<file path="src/verilog/wdt_event_pkg.sv">
package wdt_event_pkg;
	// ------------------------------------------------------------
	// clock
	// ------------------------------------------------------------
	localparam int unsigned CLK_HZ = 100_000_000;
	localparam int unsigned LINK0_FAST_MAX_HZ = 1_000_000;
	localparam int unsigned LINK0_STD_MAX_HZ = 100_000;
	localparam logic [15:0] LINK0_FAST_MIN_CYC =
		16'((CLK_HZ + LINK0_FAST_MAX_HZ - 1) / LINK0_FAST_MAX_HZ);
	localparam logic [15:0] LINK0_STD_MIN_CYC =
		16'((CLK_HZ + LINK0_STD_MAX_HZ - 1) / LINK0_STD_MAX_HZ);
	localparam int unsigned WD_TICK_CYCLES = 100_000;
	localparam int unsigned SECOND_STAGE_TICKS = 4;

	// ------------------------------------------------------------
	// register byte offsets
	// ------------------------------------------------------------
	localparam logic [7:0] OFS_CTRL = 8'h00;
	localparam logic [7:0] OFS_TIMEOUT = 8'h04;
	localparam logic [7:0] OFS_RELOAD = 8'h08;
	localparam logic [7:0] OFS_STATUS = 8'h0c;
	localparam logic [7:0] OFS_LINK0_PERIOD = 8'h10;
	localparam logic [7:0] OFS_HUB_OUT = 8'h14;

	// ------------------------------------------------------------
	// control fields
	// ------------------------------------------------------------
	localparam int CTL_ADVANCED = 0;
	localparam int CTL_TARGET_LINK0 = 1;
	localparam int CTL_LINK0_FAST = 2;
	localparam int CTL_LINK0_PHY = 3;
	localparam int CTL_NO_REBOOT = 4;
	localparam int CTL_WD_ENABLE = 5;
	localparam int CTL_INTRUDER_SMI = 6;
	localparam int CTL_ERR_SMI = 8;
	localparam int CTL_ERR_SCI = 9;
	localparam int CTL_ERR_SYSTEM_ERROR_SIGNAL = 10;
	localparam int CTL_ERR_WDU = 11;
	localparam int CTL_HUB_ENABLE = 12;
	localparam logic [12:0] CTRL_RESET = 13'h0000;
	localparam logic [15:0] TIMEOUT_RESET = 16'h0010;

	// ------------------------------------------------------------
	// status fields (flags write one to clear, stage field read only)
	// ------------------------------------------------------------
	localparam int ST_FIRST_EXP = 0;
	localparam int ST_SECOND_EXP = 1;
	localparam int ST_INTRUDER = 2;
	localparam int ST_ERROR = 3;
	localparam int ST_OVERSPEED = 4;
	localparam int ST_STAGE_LSB = 8;

	// ------------------------------------------------------------
	// message codes
	// ------------------------------------------------------------
	localparam int MSG_COUNT = 7;
	localparam int MSG_INTRUDER_ON = 0;
	localparam int MSG_WATCHDOG = 1;
	localparam int MSG_ALERT_ON = 2;
	localparam int MSG_ALERT_OFF = 3;
	localparam int MSG_BATTERY_LOW_IN_ON = 4;
	localparam int MSG_BATTERY_LOW_IN_OFF = 5;
	localparam int MSG_POWER_FAIL = 6;

	typedef enum logic [1:0] {WD_IDLE, WD_FIRST, WD_SECOND, WD_DONE} wd_state_t;
endpackage

</file>
<file path="src/verilog/wdt_event_mgr.sv">
// Design decisions made here: the Wishbone interface to the registers and the register offsets.
`timescale 1ns/100ps
// Summary of operation
// - when the first stage counts its programmed timeout down, a management-mode interrupt pulses.
// - the second stage starts only from expiry of the first and never runs alone.
// - the second stage has a fixed length and on expiry requests a system reset.
// - the no-reboot control bit suppresses the reset request from the second stage.
// - host error events route to any mix of management, control, system-error and unit interrupts.
// - an asserted intruder input raises the unit interrupt or the management interrupt as set.
// - console messages go out on intruder on, watchdog expiry, both alert edges, both battery edges, power fail on.
// - in compatible mode only the host SMBus carries management traffic.
// - in compatible mode the unit target sits on the host SMBus by default.
// - advanced mode enables both management links and lets the target move to link zero.
// - the fast-mode bit lets link zero run up to 1 MHz, and a faster clock is flagged.
// - firmware sets the phy-present bit and the block reports link zero as holding the phy.
// - sensor hub pins stay undriven in reset, after reset and in deep sleep.
// - with a baseboard controller on link one, the host and unit target reach it over SMBus.
module wdt_event_mgr #(
	parameter int unsigned TICK_CYCLES = wdt_event_pkg::WD_TICK_CYCLES,
	parameter int unsigned SECOND_TICKS = wdt_event_pkg::SECOND_STAGE_TICKS,
	parameter int HUB_PINS = 8
) (
	// clock and reset
	input wire logic clk_i,
	input wire logic rst_i,
	// wishbone slave
	input wire logic wb_cyc_i,
	input wire logic wb_stb_i,
	input wire logic wb_we_i,
	input wire logic [7:0] wb_adr_i,
	input wire logic [3:0] wb_sel_i,
	input wire logic [31:0] wb_dat_i,
	output logic [31:0] wb_dat_o,
	output logic wb_ack_o,
	// event pins
	input wire logic intruder_n_i,
	input wire logic smbus_alert_n_i,
	input wire logic battery_low_in_n_i,
	input wire logic power_failure_event_i,
	input wire logic deep_sleep_i,
	input wire logic mgmt_link_zero_clk_i,
	// host error, same clock
	input wire logic host_error_i,
	// interrupts and reset
	output logic mgmt_mode_interrupt_o,
	output logic control_interrupt_o,
	output logic system_error_signal_o,
	output logic management_watchdog_unit_irq_o,
	output logic system_reset_req_o,
	// console messages
	output logic msg_valid_o,
	output logic [2:0] msg_code_o,
	// link routing
	output logic target_on_host_o,
	output logic target_on_link_zero_o,
	output logic mgmt_link_zero_en_o,
	output logic mgmt_link_one_en_o,
	output logic link_zero_fast_o,
	output logic link_zero_phy_o,
	// sensor hub pins
	output logic [HUB_PINS-1:0] sensor_hub_out_o,
	output logic [HUB_PINS-1:0] sensor_hub_oe_o
);
	localparam logic [31:0] TICK_LAST = 32'(TICK_CYCLES - 1);
	localparam logic [7:0] SECOND_LAST = 8'(SECOND_TICKS - 1);

	// ------------------------------------------------------------
	// pin synchronisers and edges
	// ------------------------------------------------------------
	logic [5:0] pins_s;
	logic intr_fall, alert_rise, alert_fall, bat_rise, bat_fall, pf_rise, lclk_rise;
	logic unused_intr_rise, unused_pf_fall, unused_lclk_fall;

	sync2 #(.WIDTH(6), .INIT(6'h17)) u_sync ( // idle levels, no false edge at release
		.clk_i(clk_i),
		.rst_i(rst_i),
		.async_i({deep_sleep_i, mgmt_link_zero_clk_i, power_failure_event_i,
			battery_low_in_n_i, smbus_alert_n_i, intruder_n_i}),
		.sync_o(pins_s)
	);
	edge_find #(.IDLE(1'b1)) u_intr (.clk_i(clk_i), .rst_i(rst_i), .level_i(pins_s[0]),
		.rise_o(unused_intr_rise), .fall_o(intr_fall));
	edge_find #(.IDLE(1'b1)) u_alert (.clk_i(clk_i), .rst_i(rst_i), .level_i(pins_s[1]),
		.rise_o(alert_rise), .fall_o(alert_fall));
	edge_find #(.IDLE(1'b1)) u_bat (.clk_i(clk_i), .rst_i(rst_i), .level_i(pins_s[2]),
		.rise_o(bat_rise), .fall_o(bat_fall));
	edge_find #(.IDLE(1'b0)) u_pf (.clk_i(clk_i), .rst_i(rst_i), .level_i(pins_s[3]),
		.rise_o(pf_rise), .fall_o(unused_pf_fall));
	edge_find #(.IDLE(1'b1)) u_lclk (.clk_i(clk_i), .rst_i(rst_i), .level_i(pins_s[4]),
		.rise_o(lclk_rise), .fall_o(unused_lclk_fall));

	// ------------------------------------------------------------
	// state
	// ------------------------------------------------------------
	logic [12:0] ctrl, next_ctrl;
	logic [15:0] timeout, next_timeout;
	logic [15:0] count, next_count;
	logic [7:0] second, next_second;
	logic [31:0] prescale, next_prescale;
	wdt_event_pkg::wd_state_t wd_state, next_wd_state;
	logic [4:0] status, next_status;
	logic [15:0] lcnt, next_lcnt;
	logic [15:0] lperiod, next_lperiod;
	logic [HUB_PINS-1:0] hub_out, next_hub_out;
	logic [wdt_event_pkg::MSG_COUNT-1:0] pend, next_pend;
	logic [31:0] next_dat;
	logic next_ack;
	logic next_smi, next_sci, next_system_error_signal, next_wdu, next_rst_req;
	logic next_msg_valid;
	logic [2:0] next_msg_code;
	logic next_hub_gate;
	logic hub_gate;

	logic wr, rd_hit, reload_wr, first_fire, second_fire, tick;
	logic [15:0] min_cyc;
	logic [wdt_event_pkg::MSG_COUNT-1:0] msg_set;
	logic [31:0] wmask;

	always_comb begin
		wr = wb_cyc_i & wb_stb_i & wb_we_i & ~wb_ack_o;
		wmask = {{8{wb_sel_i[3]}}, {8{wb_sel_i[2]}}, {8{wb_sel_i[1]}}, {8{wb_sel_i[0]}}};
		reload_wr = wr & (wb_adr_i == wdt_event_pkg::OFS_RELOAD);
		next_ctrl = ctrl;
		next_timeout = timeout;
		next_hub_out = hub_out;
		if (wr && wb_adr_i == wdt_event_pkg::OFS_CTRL) begin
			next_ctrl = (ctrl & ~wmask[12:0]) | (wb_dat_i[12:0] & wmask[12:0]);
		end
		if (wr && wb_adr_i == wdt_event_pkg::OFS_TIMEOUT) begin
			next_timeout = (timeout & ~wmask[15:0]) | (wb_dat_i[15:0] & wmask[15:0]);
		end
		if (wr && wb_adr_i == wdt_event_pkg::OFS_HUB_OUT) begin
			next_hub_out = (hub_out & ~wmask[HUB_PINS-1:0]) |
				(wb_dat_i[HUB_PINS-1:0] & wmask[HUB_PINS-1:0]);
		end

		// --------------------------------------------------------
		// two-stage watchdog
		// --------------------------------------------------------
		tick = (prescale == TICK_LAST);
		next_prescale = tick ? 32'h0000_0000 : prescale + 32'h0000_0001;
		next_count = count;
		next_second = second;
		next_wd_state = wd_state;
		first_fire = 1'b0;
		second_fire = 1'b0;
		if (!ctrl[wdt_event_pkg::CTL_WD_ENABLE]) begin
			next_wd_state = wdt_event_pkg::WD_IDLE;
			next_prescale = 32'h0000_0000;
		end else if (reload_wr || wd_state == wdt_event_pkg::WD_IDLE) begin
			next_wd_state = wdt_event_pkg::WD_FIRST;
			next_count = timeout;
			next_second = SECOND_LAST;
			next_prescale = 32'h0000_0000;
		end else if (tick) begin
			case (wd_state)
				wdt_event_pkg::WD_FIRST: begin
					if (count == 16'h0000) begin
						first_fire = 1'b1;
						next_wd_state = wdt_event_pkg::WD_SECOND;
						next_second = SECOND_LAST;
					end else begin
						next_count = count - 16'h0001;
					end
				end
				wdt_event_pkg::WD_SECOND: begin
					if (second == 8'h00) begin
						second_fire = 1'b1;
						next_wd_state = wdt_event_pkg::WD_DONE;
					end else begin
						next_second = second - 8'h01;
					end
				end
				default: begin
					next_wd_state = wd_state;
				end
			endcase
		end
		// reboot request held off by the no-reboot bit
		next_rst_req = second_fire & ~ctrl[wdt_event_pkg::CTL_NO_REBOOT];

		// --------------------------------------------------------
		// event routing
		// --------------------------------------------------------
		next_smi = first_fire |
			(host_error_i & ctrl[wdt_event_pkg::CTL_ERR_SMI]) |
			(intr_fall & ctrl[wdt_event_pkg::CTL_INTRUDER_SMI]);
		next_sci = host_error_i & ctrl[wdt_event_pkg::CTL_ERR_SCI];
		next_system_error_signal = host_error_i & ctrl[wdt_event_pkg::CTL_ERR_SYSTEM_ERROR_SIGNAL];
		next_wdu = (host_error_i & ctrl[wdt_event_pkg::CTL_ERR_WDU]) |
			(intr_fall & ~ctrl[wdt_event_pkg::CTL_INTRUDER_SMI]);

		// --------------------------------------------------------
		// link zero clock rate
		// --------------------------------------------------------
		// link clock may stop between frames, so only a short period counts
		min_cyc = ctrl[wdt_event_pkg::CTL_LINK0_FAST] ? wdt_event_pkg::LINK0_FAST_MIN_CYC :
			wdt_event_pkg::LINK0_STD_MIN_CYC;
		next_lcnt = (lcnt == 16'hffff) ? lcnt : lcnt + 16'h0001;
		next_lperiod = lperiod;
		if (lclk_rise) begin
			next_lcnt = 16'h0001;
			next_lperiod = lcnt;
		end

		// --------------------------------------------------------
		// sticky status, set wins over clear
		// --------------------------------------------------------
		next_status = status;
		if (wr && wb_adr_i == wdt_event_pkg::OFS_STATUS && wb_sel_i[0]) begin
			next_status = status & ~wb_dat_i[4:0];
		end
		if (first_fire) next_status[wdt_event_pkg::ST_FIRST_EXP] = 1'b1;
		if (second_fire) next_status[wdt_event_pkg::ST_SECOND_EXP] = 1'b1;
		if (intr_fall) next_status[wdt_event_pkg::ST_INTRUDER] = 1'b1;
		if (host_error_i) next_status[wdt_event_pkg::ST_ERROR] = 1'b1;
		if (lclk_rise && lcnt < min_cyc) next_status[wdt_event_pkg::ST_OVERSPEED] = 1'b1;

		// --------------------------------------------------------
		// console messages, lowest code first
		// --------------------------------------------------------
		msg_set = '0;
		msg_set[wdt_event_pkg::MSG_INTRUDER_ON] = intr_fall;
		msg_set[wdt_event_pkg::MSG_WATCHDOG] = first_fire;
		msg_set[wdt_event_pkg::MSG_ALERT_ON] = alert_fall;
		msg_set[wdt_event_pkg::MSG_ALERT_OFF] = alert_rise;
		msg_set[wdt_event_pkg::MSG_BATTERY_LOW_IN_ON] = bat_fall;
		msg_set[wdt_event_pkg::MSG_BATTERY_LOW_IN_OFF] = bat_rise;
		msg_set[wdt_event_pkg::MSG_POWER_FAIL] = pf_rise;
		next_pend = pend;
		next_msg_valid = 1'b0;
		next_msg_code = 3'h0;
		for (int i = wdt_event_pkg::MSG_COUNT - 1; i >= 0; i--) begin
			if (pend[i]) begin
				next_msg_valid = 1'b1;
				next_msg_code = 3'(i);
			end
		end
		if (next_msg_valid) next_pend[next_msg_code] = 1'b0;
		next_pend = next_pend | msg_set;

		// --------------------------------------------------------
		// hub pins: gate opens a cycle after enable, never in sleep
		// --------------------------------------------------------
		next_hub_gate = ctrl[wdt_event_pkg::CTL_HUB_ENABLE] & ~pins_s[5];

		// --------------------------------------------------------
		// bus answer; unmapped reads zero, writes dropped
		// --------------------------------------------------------
		next_ack = wb_cyc_i & wb_stb_i & ~wb_ack_o;
		rd_hit = wb_cyc_i & wb_stb_i & ~wb_we_i & ~wb_ack_o;
		next_dat = 32'h0000_0000;
		if (rd_hit) begin
			case (wb_adr_i)
				wdt_event_pkg::OFS_CTRL: next_dat = {19'h00000, ctrl};
				wdt_event_pkg::OFS_TIMEOUT: next_dat = {16'h0000, timeout};
				wdt_event_pkg::OFS_RELOAD: next_dat = {8'h00, second, count};
				wdt_event_pkg::OFS_STATUS: next_dat = {22'h000000, wd_state, 3'h0, status};
				wdt_event_pkg::OFS_LINK0_PERIOD: next_dat = {16'h0000, lperiod};
				wdt_event_pkg::OFS_HUB_OUT: next_dat = 32'(hub_out);
				default: next_dat = 32'h0000_0000;
			endcase
		end
	end

	// ------------------------------------------------------------
	// registers
	// ------------------------------------------------------------
	always_ff @(posedge clk_i or posedge rst_i) begin
		if (rst_i) begin
			ctrl <= wdt_event_pkg::CTRL_RESET;
			timeout <= wdt_event_pkg::TIMEOUT_RESET;
			count <= wdt_event_pkg::TIMEOUT_RESET;
			second <= 8'h00;
			prescale <= 32'h0000_0000;
			wd_state <= wdt_event_pkg::WD_IDLE;
			status <= 5'h00;
			lcnt <= 16'hffff;
			lperiod <= 16'h0000;
			hub_out <= '0;
			hub_gate <= 1'b0;
			pend <= '0;
			wb_dat_o <= 32'h0000_0000;
			wb_ack_o <= 1'b0;
			mgmt_mode_interrupt_o <= 1'b0;
			control_interrupt_o <= 1'b0;
			system_error_signal_o <= 1'b0;
			management_watchdog_unit_irq_o <= 1'b0;
			system_reset_req_o <= 1'b0;
			msg_valid_o <= 1'b0;
			msg_code_o <= 3'h0;
			target_on_host_o <= 1'b1;
			target_on_link_zero_o <= 1'b0;
			mgmt_link_zero_en_o <= 1'b0;
			mgmt_link_one_en_o <= 1'b0;
			link_zero_fast_o <= 1'b0;
			link_zero_phy_o <= 1'b0;
			sensor_hub_out_o <= '0;
			sensor_hub_oe_o <= '0;
		end else begin
			ctrl <= next_ctrl;
			timeout <= next_timeout;
			count <= next_count;
			second <= next_second;
			prescale <= next_prescale;
			wd_state <= next_wd_state;
			status <= next_status;
			lcnt <= next_lcnt;
			lperiod <= next_lperiod;
			hub_out <= next_hub_out;
			hub_gate <= next_hub_gate;
			pend <= next_pend;
			wb_dat_o <= next_dat;
			wb_ack_o <= next_ack;
			mgmt_mode_interrupt_o <= next_smi;
			control_interrupt_o <= next_sci;
			system_error_signal_o <= next_system_error_signal;
			management_watchdog_unit_irq_o <= next_wdu;
			system_reset_req_o <= next_rst_req;
			msg_valid_o <= next_msg_valid;
			msg_code_o <= next_msg_code;
			// compatible mode: host bus only, target on it
			target_on_host_o <= ~(ctrl[wdt_event_pkg::CTL_ADVANCED] &
				ctrl[wdt_event_pkg::CTL_TARGET_LINK0]);
			target_on_link_zero_o <= ctrl[wdt_event_pkg::CTL_ADVANCED] &
				ctrl[wdt_event_pkg::CTL_TARGET_LINK0];
			mgmt_link_zero_en_o <= ctrl[wdt_event_pkg::CTL_ADVANCED];
			mgmt_link_one_en_o <= ctrl[wdt_event_pkg::CTL_ADVANCED];
			link_zero_fast_o <= ctrl[wdt_event_pkg::CTL_LINK0_FAST];
			link_zero_phy_o <= ctrl[wdt_event_pkg::CTL_LINK0_PHY];
			sensor_hub_out_o <= hub_gate ? hub_out : '0;
			sensor_hub_oe_o <= {HUB_PINS{hub_gate}};
		end
	end
endmodule

</file>
<file path="src/verilog/sync2.sv">
`timescale 1ns/100ps
module sync2 #(
	parameter int WIDTH = 1,
	// reset to the pins' idle levels so release shows no edge
	parameter logic [WIDTH-1:0] INIT = '0
) (
	// clock and reset
	input wire logic clk_i,
	input wire logic rst_i,
	// levels
	input wire logic [WIDTH-1:0] async_i,
	output logic [WIDTH-1:0] sync_o
);
	logic [WIDTH-1:0] stage1;

	// ------------------------------------------------------------
	// two flops; only the second reads the first
	// ------------------------------------------------------------
	always_ff @(posedge clk_i or posedge rst_i) begin
		if (rst_i) begin
			stage1 <= INIT;
			sync_o <= INIT;
		end else begin
			stage1 <= async_i;
			sync_o <= stage1;
		end
	end
endmodule

</file>
<file path="src/verilog/edge_find.sv">
`timescale 1ns/100ps
module edge_find #(
	parameter logic IDLE = 1'b0
) (
	// clock and reset
	input wire logic clk_i,
	input wire logic rst_i,
	// level and its edges
	input wire logic level_i,
	output logic rise_o,
	output logic fall_o
);
	logic last;

	// idle level preset so reset release gives no false edge
	always_ff @(posedge clk_i or posedge rst_i) begin
		if (rst_i) begin
			last <= IDLE;
		end else begin
			last <= level_i;
		end
	end

	assign rise_o = level_i & ~last;
	assign fall_o = ~level_i & last;
endmodule

</file>
<file path="config.mk">
export PLATFORM = sky130hd
export DESIGN_NAME = wdt_event_mgr
export DESIGN_NICKNAME = d
export VERILOG_FILES = /design/src/verilog/wdt_event_pkg.sv /design/src/verilog/wdt_event_mgr.sv /design/src/verilog/sync2.sv /design/src/verilog/edge_find.sv
export SDC_FILE = /design/constraint.sdc
export NUM_CORES = 1
export LEC_CHECK = 0
export ABC_AREA = 1
export BUFFER_PORTS_ARGS = -buffer_cell sky130_fd_sc_hd__buf_2
export CORE_MARGIN = 1
export CORE_UTILIZATION = 35
export DETAILED_ROUTE_END_ITERATION = 8
export PLACE_DENSITY_LB_ADDON = 0.08
export SYNTH_ARGS = -nofsm -noshare
export SYNTH_HDL_FRONTEND = slang
export SYNTH_SLANG_ARGS = --single-unit
</file>
<file path="constraint.sdc">
create_clock -name clk_i -period 13.1 [get_ports clk_i]
set_clock_uncertainty 0.15 [all_clocks]
set_input_delay 3.93 -clock clk_i [delete_from_list [all_inputs] [get_ports clk_i]]
set_output_delay 3.93 -clock clk_i [all_outputs]
set_load 0.005 [all_outputs]
</file>
==> results.py <==
metrics = {
    "run_status": {
        "status": "finished, final reports clean",
    },
    "critical_path": {
        "cp-start-kind": "primary input",
        "cp_cell_sequence": "buf_2 > inv_1 > nand2_1 > nor3_1 > nand2_1 > inv_1 > nand2_1 > o21ai_0",
        "r2r_cells": 8,
        "r2r_slack_ps": 10570,
        "required_ps": 13360,
        "crit_cells": 8,
        "r2r-end": "count[13]",
        "path_delay_family": "simple AND/OR/NAND/NOR gates",
        "cp.arrival_ps": 6000,
        "timing.rr.start": "wb_ack_o",
        "crit_path_max_fanout": 16,
        "crit_buf_inv": 3,
        "crit_top_cell": "nand2_1",
        "path_class": "primary input to flop",
        "startpoint": "wb_adr_i[0]",
        "crit_slowest_cell": "nand2_1",
        "worstSetupEndpointType": "flop",
        "critical_path.max_stage_delay_ps": 440,
    },
    "die": {
        "die-area_um2": 29300,
        "rows": 61,
        "placeableCoreArea_um2": 27900,
        "pin_count": 120,
        "start_util_pct": 35.8,
        "chipHeight_um": 171,
        "die_w_um": 171,
    },
    "clock_tree": {
        "clock_path_buffers": 3,
        "post-cts-setup-buffers": 0,
        "cts_resized": 0,
        "hold_buffers": 0,
        "tritoncts": "yes",
        "cts_root_buffer": "clkbuf_16",
        "clk_latency_ps": 520,
        "htree_levels": 1,
        "numCtsBuffers": 25,
        "path_clk_slew_ps": 60,
        "clock_sinks": 205,
    },
    "synthesis": {
        "ys_seq_elements": 205,
        "yosys-top-cells-count": "339 x nand2_1, 174 x dfrtp_1, 137 x inv_1",
        "synth_area_leaders": "dfrtp_1 44%, nand2_1 13%, dfstp_2 8.1%",
        "synth_area_per_cell_um2": 8.18,
        "synth_cell_type_count": 43,
        "ys_seq_area_share_pct": 51.7,
        "netlist_area_um2": 10000,
        "synth_edf_count": 0,
        "synth_most_common_cell": "nand2_1",
        "synth_top_area_cell": "dfrtp_1",
        "synth_flop_cell": "dfrtp_1",
        "yosysTopAreaCellShare_pct": 43.5,
        "yosys_warnings": 0,
        "netlist_instances": 1223,
        "synth_async_sr_flop_share_pct": 100,
    },
    "sta": {
        "grt_setup_unrepaired": "no",
        "relSlewSlack_pct": 32.2,
        "finalSetupViolCount": 0,
        "worst_slew_pin_slew_ps": 1020,
        "post-route-min-period_ps": 5740,
        "drv_slew": 0,
        "fmax_mhz": 174,
        "fin_crit_sh_pct": 43.8,
        "finalHoldViolCount": 0,
        "tns_ps": 0,
    },
    "final_layout": {
        "fillers": 2923,
        "syn_to_final_growth_pct": 15.8,
        "antenna_cells": 0,
        "nets": 1380,
        "fin_cells": 1707,
        "drive_above_1_share_pct": 15.2,
    },
    "pwr": {
        "combPwrFrac_pct": 4.9,
        "p_int_mw": 1.10,
        "p_switching_mw": 0.331,
        "ir_drop_v": 0.0000786,
        "pwr-share-clk_pct": 48.0,
        "pwr-share-seq_pct": 47.1,
        "switching_share_pct": 23.1,
        "p_leak_nw": 5.65,
        "powerDensity_nw_per_um2": 124,
    },
    "global_routing": {
        "grt_overflow_total": 0,
        "grt_pass1_wl_um": 43000,
        "grt_use_total_pct": 18.9,
        "grt_pass1_vias": 7769,
        "grt_max_degree": 132,
        "antenna_found_initial": 1,
    },
    "routing": {
        "antenna_left": 0,
        "vias": 7963,
        "routedWlPerCell_um": 15.5,
        "dr.pass1.iters": 5,
        "routed_wl_um": 26500,
        "drc": 0,
        "drt_iter0_drc": 495,
        "vias_per_cell": 4.66,
    },
    "placement": {
        "dpl.hpwl_um": 18900,
        "finalWeightedCongestion": 0.852,
        "port_buffers": 93,
        "placed_cells": 1662,
    },
    "min_path": {
        "hold_path.class": "flop to flop",
    },
    "job": {
        "drv_cap": 0,
    },
}
layout by cell type, fill, tap and decap left out, drive strengths merged, types with 2 or more instances in the layout:
| cell | count |
|---|---|
| a21oi | 20 |
| and2 | 2 |
| a31oi | 3 |
| clkinv | 5 |
| nand3 | 74 |
| o22ai | 2 |
| clkbuf | 37 |
| ha | 13 |
| xnor2 | 5 |
| buf | 96 |
| a211oi | 3 |
| nor3b | 3 |
| mux2 | 3 |
| inv | 144 |
| bufinv | 2 |
| o21a | 2 |
| nand4 | 34 |
| clkinvlp | 3 |
| dfstp | 31 |
| nand3b | 2 |
| nand2 | 345 |
| o21ai | 94 |
| dfrtp | 174 |
| xor2 | 38 |
| nor3 | 35 |
| conb | 8 |
| nor2 | 143 |
cell families after synthesis:
logic type | Yosys count | share of synthesized area, %
AO/OA/AOI/OAI | 130 | 6.89
XOR/XNOR | 43 | 3.76
adder cells (fa/ha/maj) | 13 | 1.63
buffers and inverters | 188 | 7.92
flip-flops | 205 | 51.7
multiplexers | 3 | 0.338
other | 1 | 0.0375
AND/OR/NAND/NOR | 640 | 27.8
power by group through the flow:
stage	clock network, mW	logic [mW]	registers (mW)
2_1_floorplan	0	0.0486	0.681
6_report	0.687	0.0699	0.673
4_1_cts	0.708	0.0720	0.674
3_3_place_gp	0	0.0710	0.684
3_5_place_dp	0	0.0714	0.684
5_1_grt	0.739	0.0835	0.676
layer usage:
| metal | wire length [um] | global-route usage, % |
|---|---|---|
| met5 | 0 | 0 |
| met1 | 13400 | 28.0 |
| met4 | 529 | 4.08 |
| met3 | 944 | 2.45 |
| met2 | 11600 | 29.3 |
worst min path at each step:
stage / startpoint / to / slack (ps) / cells after the start
6_report: u_sync.stage1[3] / u_sync.sync_o[3] / 190 / 0
4_1_cts: u_sync.stage1[3] / u_sync.sync_o[3] / 190 / 0
2_1_floorplan: u_sync.stage1[3] / u_sync.sync_o[3] / 180 / 0
3_5_place_dp: u_sync.stage1[3] / u_sync.sync_o[3] / 190 / 0
3_3_place_gp: u_sync.stage1[5] / u_sync.sync_o[5] / 180 / 0
5_1_grt: u_sync.stage1[3] / u_sync.sync_o[3] / 200 / 0
per-stage QoR:
step	hold slack (ps)	total power, mW	setup slack, ps	utilization (%)	cell area [um^2]
floorplan	181	0.730	3480	-	10000
global placement	184	0.755	6820	38.5	10800
detailed placement	189	0.756	6840	38.5	10800
CTS	195	1.45	7380	41.5	11600
global route	197	1.50	7090	41.5	11600
finish	189	1.43	7360	41.5	11600
area by class of cell:
type | count | area [um^2] | area share, %
flip-flops and latches | 205 | 5170 | 44.6
repair buffers | 96 | 488 | 4.21
well taps | 378 | 473 | 4.08
inverters | 146 | 556 | 4.80
clock buffers | 37 | 721 | 6.22
clock inverters | 8 | 101 | 0.875
multi-input cells | 837 | 4070 | 35.2
Note: power is estimated with default switching activity, not from simulation.
